[config.mk]
export PLATFORM = sky130hd
export DESIGN_NAME = ucg_clock_gen
export DESIGN_NICKNAME = d
export VERILOG_FILES = /design/src/verilog/ucg_pkg.sv /design/src/verilog/ucg_clock_gen.sv
export SDC_FILE = /design/constraint.sdc
export NUM_CORES = 1
export LEC_CHECK = 0
export BUFFER_PORTS_ARGS = -buffer_cell sky130_fd_sc_hd__clkbuf_2
export CORE_MARGIN = 3
export CORE_UTILIZATION = 55
export CTS_CLUSTER_DIAMETER = 50
export DETAILED_ROUTE_END_ITERATION = 10
export GPL_ROUTABILITY_DRIVEN = 0
export PLACE_DENSITY = 0.81
export SETUP_SLACK_MARGIN = 0.3
export SLEW_MARGIN = 10
export SYNTH_ARGS = -nofsm -noshare
export SYNTH_HDL_FRONTEND = slang
export SYNTH_SLANG_ARGS = --single-unit
[constraint.sdc]
create_clock -name clk_i -period 3.4 [get_ports clk_i]
set_clock_uncertainty 0.15 [all_clocks]
set_input_delay 0 -clock clk_i [delete_from_list [all_inputs] [get_ports clk_i]]
set_output_delay 0 -clock clk_i [all_outputs]
set_load 0.05 [all_outputs]
[src/verilog/ucg_pkg.sv]
// Package of constants and types for the serial transceiver clock generator
`default_nettype none
package ucg_pkg;
  // Register byte offsets
  localparam logic [7:0] DIV_OFS = 8'h00;
  localparam logic [7:0] CTRL_OFS = 8'h04;
  localparam logic [7:0] STAT_OFS = 8'h08;
  // Reset values
  localparam logic [15:0] DIV_RST = 16'h0400;
  localparam logic [7:0] CTRL_RST = 8'h00;
  // Divisor layout: integer part above the fractional part
  localparam int DIV_W = 16;
  localparam int FRAC_W = 6;
  localparam logic [16:0] ACC_STEP = 17'h00040;
  // Control field positions
  localparam int CTRL_COMMUNICATION_MODE_FIELD_LSB = 0;
  localparam int CTRL_RXSEL_LSB = 2;
  localparam int CTRL_MASTER_BIT = 4;
  localparam int CTRL_OD_BIT = 5;
  localparam int CTRL_HALT_BIT = 6;
  localparam int CTRL_TXEN_BIT = 7;
  // Field codes
  localparam logic [1:0] COMMUNICATION_MODE_FIELD_SPI = 2'h3;
  localparam logic [1:0] RXSEL_DOUBLE = 2'h1;
  // Status field positions
  localparam int STAT_XCK_BIT = 0;
  localparam int STAT_HALT_BIT = 1;
  localparam int STAT_SYNC_BIT = 2;
  localparam int STAT_SLAVE_BIT = 3;
  // Samples per bit, stored as last count value
  localparam logic [3:0] SPB_NORMAL_LAST = 4'hF;
  localparam logic [3:0] SPB_DOUBLE_LAST = 4'h7;
  localparam logic [3:0] SPB_SYNC_LAST = 4'h1;

  typedef enum logic [2:0] {
    UCG_ASYNC_NORMAL,
    UCG_ASYNC_DOUBLE,
    UCG_SYNC_MASTER,
    UCG_SYNC_SLAVE,
    UCG_SPI_MASTER
  } ucg_mode_t;
endpackage
`default_nettype wire
[src/verilog/ucg_clock_gen.sv]
// Bit clock generator with Wishbone register slave and transfer clock pin handling
`default_nettype none
////////////////////////////////////////////////////////////////////////////////
// Contract
// - Two-way transfer clock pin, driven as master
// - Line driver enable output for multidrop transmit
// - Keeps running during debug halt by default
// - Optional stop while processor is debug halted
// - Open-drain select makes data pin wired-AND
// - Five clock generation modes supported
// - Fractional divisor clocks async only; master and SPI use the integer part
// - Async divisor: ten integer, six fraction bits
// - Async rate 64 f over S times divisor
// - Sync rate f over twice integer part
// - Async uses 16 or 8 samples per bit
// - Sync mode uses two samples per bit
// - Sync slave clocks from external transfer pin
// - External clock sampled, below quarter clock rate
// - Everything runs in peripheral clock domain
// - Double speed code doubles async bit rate
module ucg_clock_gen (
  input wire logic clk_i,
  input wire logic rst_i,
  input wire logic wb_cyc_i,
  input wire logic wb_stb_i,
  input wire logic wb_we_i,
  input wire logic [7:0] wb_adr_i,
  input wire logic [3:0] wb_sel_i,
  input wire logic [31:0] wb_dat_i,
  output logic [31:0] wb_dat_o,
  output logic wb_ack_o,
  input wire logic debug_halt_i,
  input wire logic tx_data_i,
  input wire logic tx_active_i,
  input wire logic transfer_clock_pin_i,
  output logic transfer_clock_pin_o,
  output logic transfer_clock_pin_oe_n_o,
  output logic data_pin_o,
  output logic data_pin_oe_n_o,
  output logic line_driver_enable_o,
  output logic sample_tick_o,
  output logic bit_tick_o,
  output ucg_pkg::ucg_mode_t mode_o
);

  typedef struct packed {
    logic [15:0] div;
    logic [1:0] communication_mode_field;
    logic [1:0] rxsel;
    logic master;
    logic od;
    logic halt_en;
    logic tx_en;
    logic xck_s1;
    logic xck_s2;
    logic xck_s3;
    logic [16:0] acc;
    logic [3:0] samp_cnt;
    logic halted;
    ucg_pkg::ucg_mode_t mode;
    logic transfer_clock_pin;
    logic xck_oe_n;
    logic data;
    logic data_oe_n;
    logic drv_en;
    logic samp_tick;
    logic bit_tick;
    logic ack;
    logic [31:0] dat;
  } ucg_state_t;

  ucg_state_t s_q;
  ucg_state_t s_d;

  ////////////////////////////////////////////////////////////////////////////////
  // Decoding shared by the mode register and the tick logic

  function automatic ucg_pkg::ucg_mode_t mode_of(input logic [1:0] communication_mode_field,
                                                 input logic [1:0] rxsel,
                                                 input logic master);
    if (communication_mode_field == ucg_pkg::COMMUNICATION_MODE_FIELD_SPI) begin
      mode_of = ucg_pkg::UCG_SPI_MASTER;
    end else if (communication_mode_field[0]) begin
      mode_of = master ? ucg_pkg::UCG_SYNC_MASTER : ucg_pkg::UCG_SYNC_SLAVE;
    end else if (rxsel == ucg_pkg::RXSEL_DOUBLE) begin
      mode_of = ucg_pkg::UCG_ASYNC_DOUBLE;
    end else begin
      mode_of = ucg_pkg::UCG_ASYNC_NORMAL;
    end
  endfunction

  function automatic logic is_sync(input ucg_pkg::ucg_mode_t m);
    is_sync = (m == ucg_pkg::UCG_SYNC_MASTER) || (m == ucg_pkg::UCG_SYNC_SLAVE) ||
              (m == ucg_pkg::UCG_SPI_MASTER);
  endfunction

  function automatic logic drives_clock(input ucg_pkg::ucg_mode_t m);
    drives_clock = (m == ucg_pkg::UCG_SYNC_MASTER) || (m == ucg_pkg::UCG_SPI_MASTER);
  endfunction

  ////////////////////////////////////////////////////////////////////////////////
  // Next state

  logic [16:0] eff_div;
  logic [16:0] acc_sum;
  logic [3:0] last_cnt;
  logic halted_now;
  logic samp;
  logic bus_req;
  logic bus_wr;
  logic xck_rise;
  logic xck_edge;

  always_comb begin
    s_d = s_q;
    eff_div = 17'h00000;
    acc_sum = 17'h00000;
    last_cnt = ucg_pkg::SPB_NORMAL_LAST;
    samp = 1'b0;
    s_d.samp_tick = 1'b0;
    s_d.bit_tick = 1'b0;
    s_d.ack = 1'b0;
    s_d.dat = 32'h00000000;

    // External clock passes two flops; edge detect compares the second with a third
    s_d.xck_s1 = transfer_clock_pin_i;
    s_d.xck_s2 = s_q.xck_s1;
    s_d.xck_s3 = s_q.xck_s2;
    xck_rise = s_q.xck_s2 & ~s_q.xck_s3;
    xck_edge = s_q.xck_s2 ^ s_q.xck_s3;
    // A pin faster than a quarter of our clock loses edges here

    // Halt only when software asked for it; otherwise debug halt is ignored
    halted_now = debug_halt_i & s_q.halt_en;
    s_d.halted = halted_now;
    // Mode is registered, so every consumer sees one settled value per cycle
    s_d.mode = mode_of(s_q.communication_mode_field, s_q.rxsel, s_q.master);

    // Sync modes see only the integer part, scaled back to sixty-fourths
    // so one accumulator serves every mode but sync slave
    if (is_sync(s_q.mode)) begin
      eff_div = {1'b0, s_q.div[15:ucg_pkg::FRAC_W], 6'h00};
      last_cnt = ucg_pkg::SPB_SYNC_LAST;
    end else begin
      eff_div = {1'b0, s_q.div};
      if (s_q.mode == ucg_pkg::UCG_ASYNC_DOUBLE) begin
        last_cnt = ucg_pkg::SPB_DOUBLE_LAST;
      end else begin
        last_cnt = ucg_pkg::SPB_NORMAL_LAST;
      end
    end
    // A divisor under one step would never drain the accumulator; clamp to full rate
    // A zero divisor would otherwise tick every cycle while the remainder grows
    if (eff_div < ucg_pkg::ACC_STEP) begin
      eff_div = ucg_pkg::ACC_STEP;
    end

    // Halting freezes accumulator and counter; a bit resumes where it stopped
    if (!halted_now) begin
      if (s_q.mode == ucg_pkg::UCG_SYNC_SLAVE) begin
        s_d.acc = 17'h00000;
        // Both edges count as samples; only the rising edge closes a bit
        samp = xck_edge;
        if (xck_rise) begin
          s_d.bit_tick = 1'b1;
        end
      end else begin
        acc_sum = s_q.acc + ucg_pkg::ACC_STEP;
        if (acc_sum >= eff_div) begin
          samp = 1'b1;
          s_d.acc = acc_sum - eff_div;
        end else begin
          s_d.acc = acc_sum;
        end
        if (samp) begin
          if (s_q.samp_cnt >= last_cnt) begin
            s_d.samp_cnt = 4'h0;
            s_d.bit_tick = 1'b1;
          end else begin
            s_d.samp_cnt = s_q.samp_cnt + 4'h1;
          end
        end
      end
    end
    s_d.samp_tick = samp;

    // Master clock toggles on every sample, giving two samples per bit
    if (drives_clock(s_q.mode)) begin
      s_d.xck_oe_n = 1'b0;
      if (samp) begin
        s_d.transfer_clock_pin = ~s_q.transfer_clock_pin;
      end
    end else begin
      s_d.xck_oe_n = 1'b1;
      s_d.transfer_clock_pin = 1'b0;
    end

    // Wired-AND releases the line for a one instead of driving it
    if (s_q.od) begin
      s_d.data = 1'b0;
      s_d.data_oe_n = ~(s_q.tx_en & ~tx_data_i);
    end else begin
      s_d.data = tx_data_i;
      s_d.data_oe_n = ~s_q.tx_en;
    end
    // Driver enable follows the transmitter one cycle late, like the data pin
    s_d.drv_en = s_q.tx_en & tx_active_i;

    // Wishbone classic: one wait state, ack drops the cycle after
    bus_req = wb_cyc_i & wb_stb_i & ~s_q.ack;
    // A write lands only at the edge where the master sees ack, so a cycle
    // dropped before ack leaves the registers untouched
    bus_wr = wb_cyc_i & wb_stb_i & wb_we_i & s_q.ack;
    if (bus_req) begin
      s_d.ack = 1'b1;
      unique case (wb_adr_i)
        ucg_pkg::DIV_OFS: begin
          s_d.dat = {16'h0000, s_q.div};
        end
        ucg_pkg::CTRL_OFS: begin
          s_d.dat = {24'h000000, s_q.tx_en, s_q.halt_en, s_q.od, s_q.master,
                     s_q.rxsel, s_q.communication_mode_field};
        end
        ucg_pkg::STAT_OFS: begin
          s_d.dat[ucg_pkg::STAT_XCK_BIT] = s_q.xck_s2;
          s_d.dat[ucg_pkg::STAT_HALT_BIT] = s_q.halted;
          s_d.dat[ucg_pkg::STAT_SYNC_BIT] = is_sync(s_q.mode);
          s_d.dat[ucg_pkg::STAT_SLAVE_BIT] = (s_q.mode == ucg_pkg::UCG_SYNC_SLAVE);
        end
        default: begin
          s_d.dat = 32'h00000000;
        end
      endcase
    end

    // New divisor acts from the next edge, the registered mode one edge later; the host keeps the link idle
    // meanwhile, so a short first bit is not guarded against here
    if (bus_wr) begin
      unique case (wb_adr_i)
        ucg_pkg::DIV_OFS: begin
          if (wb_sel_i[0]) begin
            s_d.div[7:0] = wb_dat_i[7:0];
          end
          if (wb_sel_i[1]) begin
            s_d.div[15:8] = wb_dat_i[15:8];
          end
        end
        ucg_pkg::CTRL_OFS: begin
          if (wb_sel_i[0]) begin
            s_d.communication_mode_field = wb_dat_i[ucg_pkg::CTRL_COMMUNICATION_MODE_FIELD_LSB +: 2];
            s_d.rxsel = wb_dat_i[ucg_pkg::CTRL_RXSEL_LSB +: 2];
            s_d.master = wb_dat_i[ucg_pkg::CTRL_MASTER_BIT];
            s_d.od = wb_dat_i[ucg_pkg::CTRL_OD_BIT];
            s_d.halt_en = wb_dat_i[ucg_pkg::CTRL_HALT_BIT];
            s_d.tx_en = wb_dat_i[ucg_pkg::CTRL_TXEN_BIT];
          end
        end
        default: begin
        end
      endcase
    end
  end

  ////////////////////////////////////////////////////////////////////////////////
  // State register
  // Reset releases both pins so nothing fights an outside driver

  always_ff @(posedge clk_i) begin
    if (rst_i) begin
      s_q <= '0;
      s_q.div <= ucg_pkg::DIV_RST;
      s_q.communication_mode_field <= ucg_pkg::CTRL_RST[ucg_pkg::CTRL_COMMUNICATION_MODE_FIELD_LSB +: 2];
      s_q.rxsel <= ucg_pkg::CTRL_RST[ucg_pkg::CTRL_RXSEL_LSB +: 2];
      s_q.master <= ucg_pkg::CTRL_RST[ucg_pkg::CTRL_MASTER_BIT];
      s_q.od <= ucg_pkg::CTRL_RST[ucg_pkg::CTRL_OD_BIT];
      s_q.halt_en <= ucg_pkg::CTRL_RST[ucg_pkg::CTRL_HALT_BIT];
      s_q.tx_en <= ucg_pkg::CTRL_RST[ucg_pkg::CTRL_TXEN_BIT];
      s_q.mode <= ucg_pkg::UCG_ASYNC_NORMAL;
      s_q.xck_oe_n <= 1'b1;
      s_q.data_oe_n <= 1'b1;
    end else begin
      s_q <= s_d;
    end
  end

  assign wb_dat_o = s_q.dat;
  assign wb_ack_o = s_q.ack;
  assign transfer_clock_pin_o = s_q.transfer_clock_pin;
  assign transfer_clock_pin_oe_n_o = s_q.xck_oe_n;
  assign data_pin_o = s_q.data;
  assign data_pin_oe_n_o = s_q.data_oe_n;
  assign line_driver_enable_o = s_q.drv_en;
  assign sample_tick_o = s_q.samp_tick;
  assign bit_tick_o = s_q.bit_tick;
  assign mode_o = s_q.mode;

endmodule
`default_nettype wire

==> results of run 1 <==
metrics by stage:
stage	setup TNS, ns	power [uW]	instance area (um2)	instances
6_report	0	3973	5637	697
5_1_grt	0	4118	5637	697
4_1_cts	0	3485	5300	686
3_5_place_dp	-0.1892	2467	4499	624
3_3_place_gp	0	2402	4499	624
2_1_floorplan	0	2163	4340	504
layer usage:
layer  track usage, %  up-vias  routed length, um
li1                 -     1871                  -
met1            33.53     1970               5174
met2            46.10      324               6487
met3            5.369       79               1317
met4            12.03        0                723
met5                0        -                  0
final timing paths:
check	cells after the start	slack [ns]	end	start
max	13	0.19	s_q[64]	s_q[84]
max reg2reg	13	0.19	s_q[64]	s_q[84]
min	3	0.03	wb_dat_o[4]	wb_adr_i[2]
min reg2reg	1	0.30	s_d[65]	s_d[66]
sequential cells by signal, indices dropped and copies added (netlist names):
signal and count:
mode_o 3, transfer_clock_pin_oe_n_o 1, data_pin_o 1, wb_dat_o 16, s_d 2, data_pin_oe_n_o 1, wb_ack_o 1, line_driver_enable_o 1
s_q 47, transfer_clock_pin_o 1, sample_tick_o 1, bit_tick_o 1
area by class of cell:
cell class	count	area share, %
Inverter	21	1.398
Tap cell	99	2.198
Clock buffer	9	2.198
Sequential cell	76	27.59
Multi-Input combinational cell	357	49.17
Clock inverter	7	1.465
Timing Repair Buffer	128	15.98
power by group:
part	switching (uW)	total, uW	internal, uW
sequential	98.6	1070	976
combinational	1160	2160	999
clock	386	737	351
total	1650	3970	2330
cells by family (layout without fill, tap and decap cells):
| family | count (synthesis) | after routing | synth area share (%) |
|---|---|---|---|
| buffers and inverters | 72 | 165 | 10.10 |
| flip-flops | 76 | 76 | 35.61 |
| adder cells (fa/ha/maj) | 23 | 23 | 6.911 |
| XOR/XNOR | 22 | 22 | 4.510 |
| AO/OA/AOI/OAI | 86 | 86 | 13.24 |
| other | 1 | 16 | 0.08776 |
| multiplexers | 39 | 39 | 9.136 |
| AND/OR/NAND/NOR | 170 | 171 | 20.41 |
synthesized netlist by cell type, types with 2 or more instances:
cell	n	share of area, %
sky130_fd_sc_hd__a21o_1	8	1.4
sky130_fd_sc_hd__a31oi_1	7	1.0
sky130_fd_sc_hd__o21ai_1	2	0.23
sky130_fd_sc_hd__buf_2	3	0.35
sky130_fd_sc_hd__nand2b_1	3	0.44
sky130_fd_sc_hd__a21oi_2	2	0.41
sky130_fd_sc_hd__a22o_1	7	1.4
sky130_fd_sc_hd__nand2_1	34	3.0
sky130_fd_sc_hd__o211ai_1	5	0.88
sky130_fd_sc_hd__xor2_1	13	2.7
sky130_fd_sc_hd__buf_4	38	6.7
sky130_fd_sc_hd__a21oi_1	22	2.6
sky130_fd_sc_hd__dfxtp_1	76	36
sky130_fd_sc_hd__and3_1	14	2.0
sky130_fd_sc_hd__buf_6	2	0.53
sky130_fd_sc_hd__or3_1	3	0.44
sky130_fd_sc_hd__nor2_1	58	5.1
sky130_fd_sc_hd__nor3_1	2	0.23
sky130_fd_sc_hd__nand3b_1	2	0.35
sky130_fd_sc_hd__nor4_1	5	0.73
sky130_fd_sc_hd__o22ai_1	4	0.59
sky130_fd_sc_hd__xnor2_1	9	1.8
sky130_fd_sc_hd__or2_2	3	0.44
sky130_fd_sc_hd__nor3b_1	3	0.53
sky130_fd_sc_hd__nand4_1	5	0.73
sky130_fd_sc_hd__nor3_2	2	0.47
sky130_fd_sc_hd__o21ai_0	16	1.9
sky130_fd_sc_hd__or4_1	3	0.53
sky130_fd_sc_hd__o31ai_1	2	0.35
sky130_fd_sc_hd__inv_1	21	1.8
sky130_fd_sc_hd__nand3_1	11	1.3
sky130_fd_sc_hd__clkbuf_1	7	0.62
sky130_fd_sc_hd__and2_1	6	0.88
sky130_fd_sc_hd__nor2b_1	9	1.3
sky130_fd_sc_hd__mux2i_1	39	9.1
sky130_fd_sc_hd__ha_1	22	6.4
placed cells by master, fill, tap and decap left out, types with 11 or more instances in the layout:
master / instances
sky130_fd_sc_hd__nor2_1: 54
sky130_fd_sc_hd__dfxtp_1: 63
sky130_fd_sc_hd__o21ai_0: 13
sky130_fd_sc_hd__clkbuf_2: 61
sky130_fd_sc_hd__inv_1: 21
sky130_fd_sc_hd__conb_1: 16
sky130_fd_sc_hd__buf_4: 34
sky130_fd_sc_hd__ha_1: 11
sky130_fd_sc_hd__and3_1: 14
sky130_fd_sc_hd__mux2i_1: 37
sky130_fd_sc_hd__dlygate4sd3_1: 27
sky130_fd_sc_hd__xor2_1: 11
sky130_fd_sc_hd__nand2_1: 31
sky130_fd_sc_hd__a21oi_1: 18
critical path: cells and delay by family (launching register included):
kind | cells | cell delay [ns]
DFF | 1 | 0.36
and+or+nand+nor | 7 | 1.50
AOI/OAI and AO/OA | 4 | 0.76
buffers and inverters | 1 | 0.13
adders and majority gates | 1 | 0.20
repair_timing:
action,in CTS,in global routing
resized for setup,45,46
endpoints found under the hold margin,47,0
buffers inserted,18,10
pin swaps,26,27
gates cloned,1,1
setup endpoints to repair,23,23
hold buffers,27,0
==> report_table.html, run 1 <==
<table>
<tr><th>Metric</th><th>Value</th></tr>
<tr><th colspan="2">Synthesis</th></tr>
<tr><td>Top flip-flop cell by instance count after synthesis</td><td>sky130_fd_sc_hd__dfxtp_1</td></tr>
<tr><td>Yosys warning total</td><td>0</td></tr>
<tr><td>Post-synth design cell area</td><td>4273 um2</td></tr>
<tr><td>Async set-or-reset flop fraction in the synthesized netlist</td><td>0%</td></tr>
<tr><td>Register bit count reported by yosys</td><td>76</td></tr>
<tr><td>Number of enable flip-flop cells after synthesis</td><td>0</td></tr>
<tr><td>Sequential cell area fraction in the yosys report</td><td>35.61%</td></tr>
<tr><td>Number of distinct library cells after synthesis</td><td>57</td></tr>
<tr><td>Number of instances in the synthesized netlist</td><td>489</td></tr>
<tr><td>Synthesized area per cell</td><td>8.738 um2</td></tr>
<tr><th colspan="2">Final layout</th></tr>
<tr><td>Number of fill cells in the layout</td><td>417</td></tr>
<tr><td>Sequential cell area</td><td>1555 um2</td></tr>
<tr><td>Area growth syn-to-layout</td><td>31.92%</td></tr>
<tr><td>Share of layout cells above drive strength 1</td><td>32.27%</td></tr>
<tr><td>Multi-input logic area</td><td>2771 um2</td></tr>
<tr><td>Fin nets</td><td>669</td></tr>
<tr><td>Number of diodes</td><td>0</td></tr>
<tr><td>Core occupancy in the finished layout</td><td>76.09%</td></tr>
<tr><th colspan="2">Drt</th></tr>
<tr><td>Violation count after the first detailed-route iteration</td><td>468</td></tr>
<tr><td>Post-detailed-route count of antenna-violating nets</td><td>0</td></tr>
<tr><td>Routed wire length per instance</td><td>19.66 um</td></tr>
<tr><td>Post-route DRC violation count</td><td>0</td></tr>
<tr><td>Final WL</td><td>13.70 mm</td></tr>
<tr><td>Via density per instance</td><td>6.089</td></tr>
<tr><td>Length of the first detailed-routing pass in iterations</td><td>7</td></tr>
<tr><td>Total via count after detailed routing</td><td>4,244</td></tr>
<tr><th colspan="2">Worst setup path</th></tr>
<tr><td>Worst path most repeated cell</td><td>sky130_fd_sc_hd__and2_4</td></tr>
<tr><td>Data required time at the worst endpoint</td><td>3.51 ns</td></tr>
<tr><td>WS Path Type</td><td>reg2reg</td></tr>
<tr><td>WP data arrival</td><td>3.32 ns</td></tr>
<tr><td>Worst path max stage delay</td><td>0.36 ns</td></tr>
<tr><td>Cell Chain, Critical Path</td><td>nor4_2 &gt; nand4_1 &gt; and2_4 &gt; nand2_4 &gt; ha_4 &gt; buf_4 &gt; and3_1 &gt; a22o_1 &gt; o2111ai_2 &gt; and2_4 &gt; o22ai_1 &gt; or3_1 &gt; a32o_1</td></tr>
<tr><td>Maximum fanout count along the critical path</td><td>5</td></tr>
<tr><td>Library cell contributing the largest single delay on the critical path</td><td>sky130_fd_sc_hd__dfxtp_1</td></tr>
<tr><td>Critical Path Start Type</td><td>flip-flop</td></tr>
<tr><td>Setup crit end kind</td><td>flip-flop</td></tr>
<tr><th colspan="2">GRT</th></tr>
<tr><td>Overall track demand over capacity in global routing</td><td>27.30%</td></tr>
<tr><td>Vias in the first global route</td><td>3,850</td></tr>
<tr><td>GR Overflow Total</td><td>0</td></tr>
<tr><td>Antenna violations before repair</td><td>0</td></tr>
<tr><td>Maximum number of pins on one net before global-route repair</td><td>41</td></tr>
<tr><td>First-pass GRT wire length</td><td>18.84 mm</td></tr>
<tr><th colspan="2">Timing</th></tr>
<tr><td>Hold Violations, Final</td><td>0</td></tr>
<tr><td>Hold Worst Slack</td><td>0.03394 ns</td></tr>
<tr><td>Tightest Pin Transition</td><td>0.9927 ns</td></tr>
<tr><td>Setup violations, final</td><td>0</td></tr>
<tr><td>Count of final max-slew check failures</td><td>0</td></tr>
<tr><td>Worst Setup Slack, final</td><td>0.1886 ns</td></tr>
<tr><td>Final min period</td><td>3.211 ns</td></tr>
<tr><td>Unrepaired setup endpoints after global routing</td><td>true</td></tr>
<tr><td>Maximum achievable frequency</td><td>311.4 MHz</td></tr>
<tr><td>Relative slew slack</td><td>33.57%</td></tr>
<tr><td>Final critical-path share of the clock period</td><td>94.45%</td></tr>
<tr><th colspan="2">CTS</th></tr>
<tr><td>Number of H-tree levels</td><td>3</td></tr>
<tr><td>TritonCTS sink count</td><td>76</td></tr>
<tr><td>Inserted Clock Buffers</td><td>9</td></tr>
<tr><td>Maximum root-to-sink buffer count</td><td>2</td></tr>
<tr><td>Worst skew pair latency</td><td>0.37 ns</td></tr>
<tr><td>Worst-path clk slew</td><td>0.09 ns</td></tr>
<tr><td>Clock tree from TritonCTS</td><td>yes</td></tr>
<tr><td>Clock root buffer</td><td>sky130_fd_sc_hd__clkbuf_8</td></tr>
<tr><th colspan="2">Power and ir drop</th></tr>
<tr><td>Pwr Density</td><td>704.9 nW/um2</td></tr>
<tr><td>Worst ir drop on vdd</td><td>0.0003358 V</td></tr>
<tr><td>Leakage dissipation</td><td>0.002462 uW</td></tr>
<tr><th colspan="2">Placement</th></tr>
<tr><td>Worst Setup Slack post-DPL</td><td>-0.06913 ns</td></tr>
<tr><td>Detailed placement HPWL</td><td>7.523 mm</td></tr>
<tr><td>Number of input and output port buffers inserted</td><td>61</td></tr>
<tr><th colspan="2">Floorplanning</th></tr>
<tr><td>Die Span X</td><td>94.14 um</td></tr>
<tr><td>Std cell rows</td><td>31</td></tr>
<tr><td>Die Height</td><td>94.14 um</td></tr>
<tr><td>Core footprint</td><td>7408 um2</td></tr>
<tr><td>Ports placed on the boundary</td><td>96</td></tr>
<tr><td>Area enclosed by the die boundary</td><td>8862 um2</td></tr>
<tr><td>Initial Utilization</td><td>57.68%</td></tr>
<tr><th colspan="2">Run status</th></tr>
<tr><td>Result of the run</td><td>finished, final reports clean</td></tr>
<tr><th colspan="2">Worst hold path</th></tr>
<tr><td>Path category of the worst min-delay check</td><td>in2reg</td></tr>
<tr><th colspan="2">Job</th></tr>
<tr><td>Count of max-cap constraint violations</td><td>0</td></tr>
</table>
Power figures use the tool's default switching activity.
==> inputs of run 2 (changes only) <==
BUFFER_PORTS_ARGS = unset   (was -buffer_cell sky130_fd_sc_hd__clkbuf_2)
DONT_BUFFER_PORTS = 1   (was unset)
PLACE_DENSITY = 0.7   (was 0.81)
==> report_table.html, run 2 (synthesis results as in run 1) <==
<table>
<tr><th>Metric</th><th>Value</th></tr>
<tr><th colspan="2">Timing</th></tr>
<tr><td>Relative slew slack</td><td>25.85%</td></tr>
<tr><td>Final min period</td><td>3.142 ns</td></tr>
<tr><td>Maximum achievable frequency</td><td>318.3 MHz</td></tr>
<tr><td>Post-route setup TNS</td><td>0 ns</td></tr>
<tr><td>Hold Violations, Final</td><td>0</td></tr>
<tr><td>Tightest Pin Transition</td><td>1.104 ns</td></tr>
<tr><td>Unrepaired setup endpoints after global routing</td><td>true</td></tr>
<tr><td>Hold Worst Slack</td><td>0.08248 ns</td></tr>
<tr><td>Count of final max-slew check failures</td><td>0</td></tr>
<tr><td>Setup violations, final</td><td>0</td></tr>
<tr><td>Final critical-path share of the clock period</td><td>92.40%</td></tr>
<tr><th colspan="2">Floorplanning</th></tr>
<tr><td>Std cell rows</td><td>31</td></tr>
<tr><td>Ports placed on the boundary</td><td>96</td></tr>
<tr><td>Core footprint</td><td>7408 um2</td></tr>
<tr><td>Area enclosed by the die boundary</td><td>8862 um2</td></tr>
<tr><td>Initial Utilization</td><td>57.68%</td></tr>
<tr><td>Die Span X</td><td>94.14 um</td></tr>
<tr><td>Die Height</td><td>94.14 um</td></tr>
<tr><th colspan="2">Worst setup path</th></tr>
<tr><td>Maximum fanout count along the critical path</td><td>5</td></tr>
<tr><td>WP data arrival</td><td>3.23 ns</td></tr>
<tr><td>Setup crit end kind</td><td>flip-flop</td></tr>
<tr><td>Critical Path Start Type</td><td>flip-flop</td></tr>
<tr><td>WS Path Type</td><td>reg2reg</td></tr>
<tr><td>Data required time at the worst endpoint</td><td>3.49 ns</td></tr>
<tr><th colspan="2">GRT</th></tr>
<tr><td>Antenna violations before repair</td><td>0</td></tr>
<tr><td>Overall track demand over capacity in global routing</td><td>26.39%</td></tr>
<tr><td>Maximum number of pins on one net before global-route repair</td><td>41</td></tr>
<tr><td>GR Overflow Total</td><td>0</td></tr>
<tr><td>Vias in the first global route</td><td>3,801</td></tr>
<tr><td>First-pass GRT wire length</td><td>18.15 mm</td></tr>
<tr><th colspan="2">CTS</th></tr>
<tr><td>Clock root buffer</td><td>sky130_fd_sc_hd__clkbuf_8</td></tr>
<tr><td>Maximum root-to-sink buffer count</td><td>2</td></tr>
<tr><td>TritonCTS sink count</td><td>76</td></tr>
<tr><td>Inserted Clock Buffers</td><td>9</td></tr>
<tr><td>Worst-path clk slew</td><td>0.09 ns</td></tr>
<tr><td>Number of H-tree levels</td><td>3</td></tr>
<tr><td>Worst skew pair latency</td><td>0.36 ns</td></tr>
<tr><td>Clock tree from TritonCTS</td><td>yes</td></tr>
<tr><th colspan="2">Final layout</th></tr>
<tr><td>Largest register by flop count</td><td>s_q</td></tr>
<tr><td>Sequential cell area</td><td>1560 um2</td></tr>
<tr><td>Fin nets</td><td>626</td></tr>
<tr><td>Top library cells by usage in the layout, fill and taps aside</td><td>63 x sky130_fd_sc_hd__dfxtp_1, 51 x sky130_fd_sc_hd__nor2_1, 41 x sky130_fd_sc_hd__buf_4</td></tr>
<tr><td>Multi-input logic area</td><td>2890 um2</td></tr>
<tr><td>Number of fill cells in the layout</td><td>492</td></tr>
<tr><td>Share of layout cells above drive strength 1</td><td>28.29%</td></tr>
<tr><td>Number of diodes</td><td>0</td></tr>
<tr><td>Area growth syn-to-layout</td><td>31.16%</td></tr>
<tr><td>Commonest non-fill, non-tap cell in the layout</td><td>sky130_fd_sc_hd__dfxtp_1</td></tr>
<tr><td>Max FFs per register</td><td>47</td></tr>
<tr><th colspan="2">Power and ir drop</th></tr>
<tr><td>Net switching power of the design</td><td>1571 uW</td></tr>
<tr><td>Int Power</td><td>2265 uW</td></tr>
<tr><td>Leakage dissipation</td><td>0.002306 uW</td></tr>
<tr><td>Proportion of power drawn by the clock network</td><td>17.3%</td></tr>
<tr><td>Worst ir drop on vdd</td><td>0.0004658 V</td></tr>
<tr><td>Share of power burned in combinational logic</td><td>54.5%</td></tr>
<tr><td>Pwr Density</td><td>684.6 nW/um2</td></tr>
<tr><td>Part of the total power dissipated in sequential elements</td><td>28.3%</td></tr>
<tr><td>Sw Share</td><td>40.95%</td></tr>
<tr><th colspan="2">Drt</th></tr>
<tr><td>Post-detailed-route count of antenna-violating nets</td><td>0</td></tr>
<tr><td>Final WL</td><td>12.43 mm</td></tr>
<tr><td>Via density per instance</td><td>5.917</td></tr>
<tr><td>Routed wire length per instance</td><td>19.01 um</td></tr>
<tr><td>Post-route DRC violation count</td><td>0</td></tr>
<tr><td>Violation count after the first detailed-route iteration</td><td>237</td></tr>
<tr><td>Length of the first detailed-routing pass in iterations</td><td>5</td></tr>
<tr><td>Total via count after detailed routing</td><td>3,870</td></tr>
<tr><th colspan="2">Run status</th></tr>
<tr><td>Result of the run</td><td>finished, final reports clean</td></tr>
<tr><th colspan="2">Placement</th></tr>
<tr><td>Detailed placement HPWL</td><td>7.273 mm</td></tr>
<tr><td>Number of input and output port buffers inserted</td><td>0</td></tr>
<tr><th colspan="2">Worst hold path</th></tr>
<tr><td>Path category of the worst min-delay check</td><td>in2reg</td></tr>
<tr><th colspan="2">Job</th></tr>
<tr><td>Count of max-cap constraint violations</td><td>0</td></tr>
</table>
-- run 2: cell count changes in the layout (fill, tap and decap cells not counted), moves of 3 or more --
cell                            before  now
sky130_fd_sc_hd__buf_6               4   11
sky130_fd_sc_hd__nor2_1             54   51
sky130_fd_sc_hd__clkbuf_2           61    0
sky130_fd_sc_hd__ha_4               10   13
sky130_fd_sc_hd__buf_4              34   41
sky130_fd_sc_hd__dlygate4sd3_1      27   32
-- run 2: power by group through the flow --
stage                     Combinational (uW)  Sequential, uW  Clock [uW]
after floorplan                         1100            1060           0
final                                   2090            1080         662
after detailed placement                1430            1070           0
after global placement                  1410            1070           0
after CTS                               1730            1070         661
after global routing                    2230            1090         705
-- run 2: what timing repair did --
item	in CTS	in global routing
setup endpoints to repair	23	23
cloned	1	0
gates resized for setup	67	55
hold buffers	33	0
endpoints found under the hold margin	72	0
pin swaps	37	43
buffers inserted	18	13
-- run 2: per-stage QoR --
stage	cells	power (uW)	worst slack, ns	area, um2	util, %
after global routing	654	4031	0.1476	5604	75.65
after floorplan	504	2163	0.3125	4340	-
after detailed placement	573	2506	0.03018	4269	57.63
final	654	3836	0.2584	5604	75.65
after global placement	573	2479	0.09757	4269	57.63
after CTS	641	3458	0.3005	5234	70.65
-- run 2: worst max-delay path, stage by stage (launching register included) --
cell and delay [ns]:
sky130_fd_sc_hd__dfxtp_4 0.37, sky130_fd_sc_hd__nor4_4 0.27, sky130_fd_sc_hd__nand4_1 0.20, sky130_fd_sc_hd__and2_4 0.23, sky130_fd_sc_hd__nand2_2 0.10, sky130_fd_sc_hd__ha_4 0.22, sky130_fd_sc_hd__nand4_1 0.13, sky130_fd_sc_hd__buf_6 0.14
sky130_fd_sc_hd__o22ai_2 0.07, sky130_fd_sc_hd__a21oi_4 0.21, sky130_fd_sc_hd__o22ai_4 0.15, sky130_fd_sc_hd__buf_6 0.14, sky130_fd_sc_hd__buf_4 0.15, sky130_fd_sc_hd__o211ai_1 0.17, sky130_fd_sc_hd__a2bb2oi_1 0.18, sky130_fd_sc_hd__o221ai_1 0.12
-- run 2: area by class of cell --
type | count | area share (%)
multi-input combinational | 357 | 51.57
sequential | 76 | 27.84
timing repair buffer | 85 | 13.78
clock buffer | 9 | 2.210
tap | 99 | 2.210
inverter | 21 | 1.407
clock inverter | 7 | 0.9824
-- run 2: worst paths after layout --
path	startpoint	end	slack [ns]	depth (start not counted)
min	wb_adr_i[2]	s_q[74]	0.08	3
max reg2reg	s_q[87]	s_q[63]	0.26	15
max	s_q[87]	s_q[63]	0.26	15
min reg2reg	s_q[68]	data_pin_oe_n_o	0.28	1
-- run 2: routing by layer --
layer	vias to the layer above	GRT usage [%]	wire length, um	share of wire (%)
met5	-	0	0	0
met4	0	9.747	446	3.6
met3	50	7.692	944	7.6
met2	205	45.51	6236	50
met1	1835	30.82	4802	39
li1	1780	-	-	-
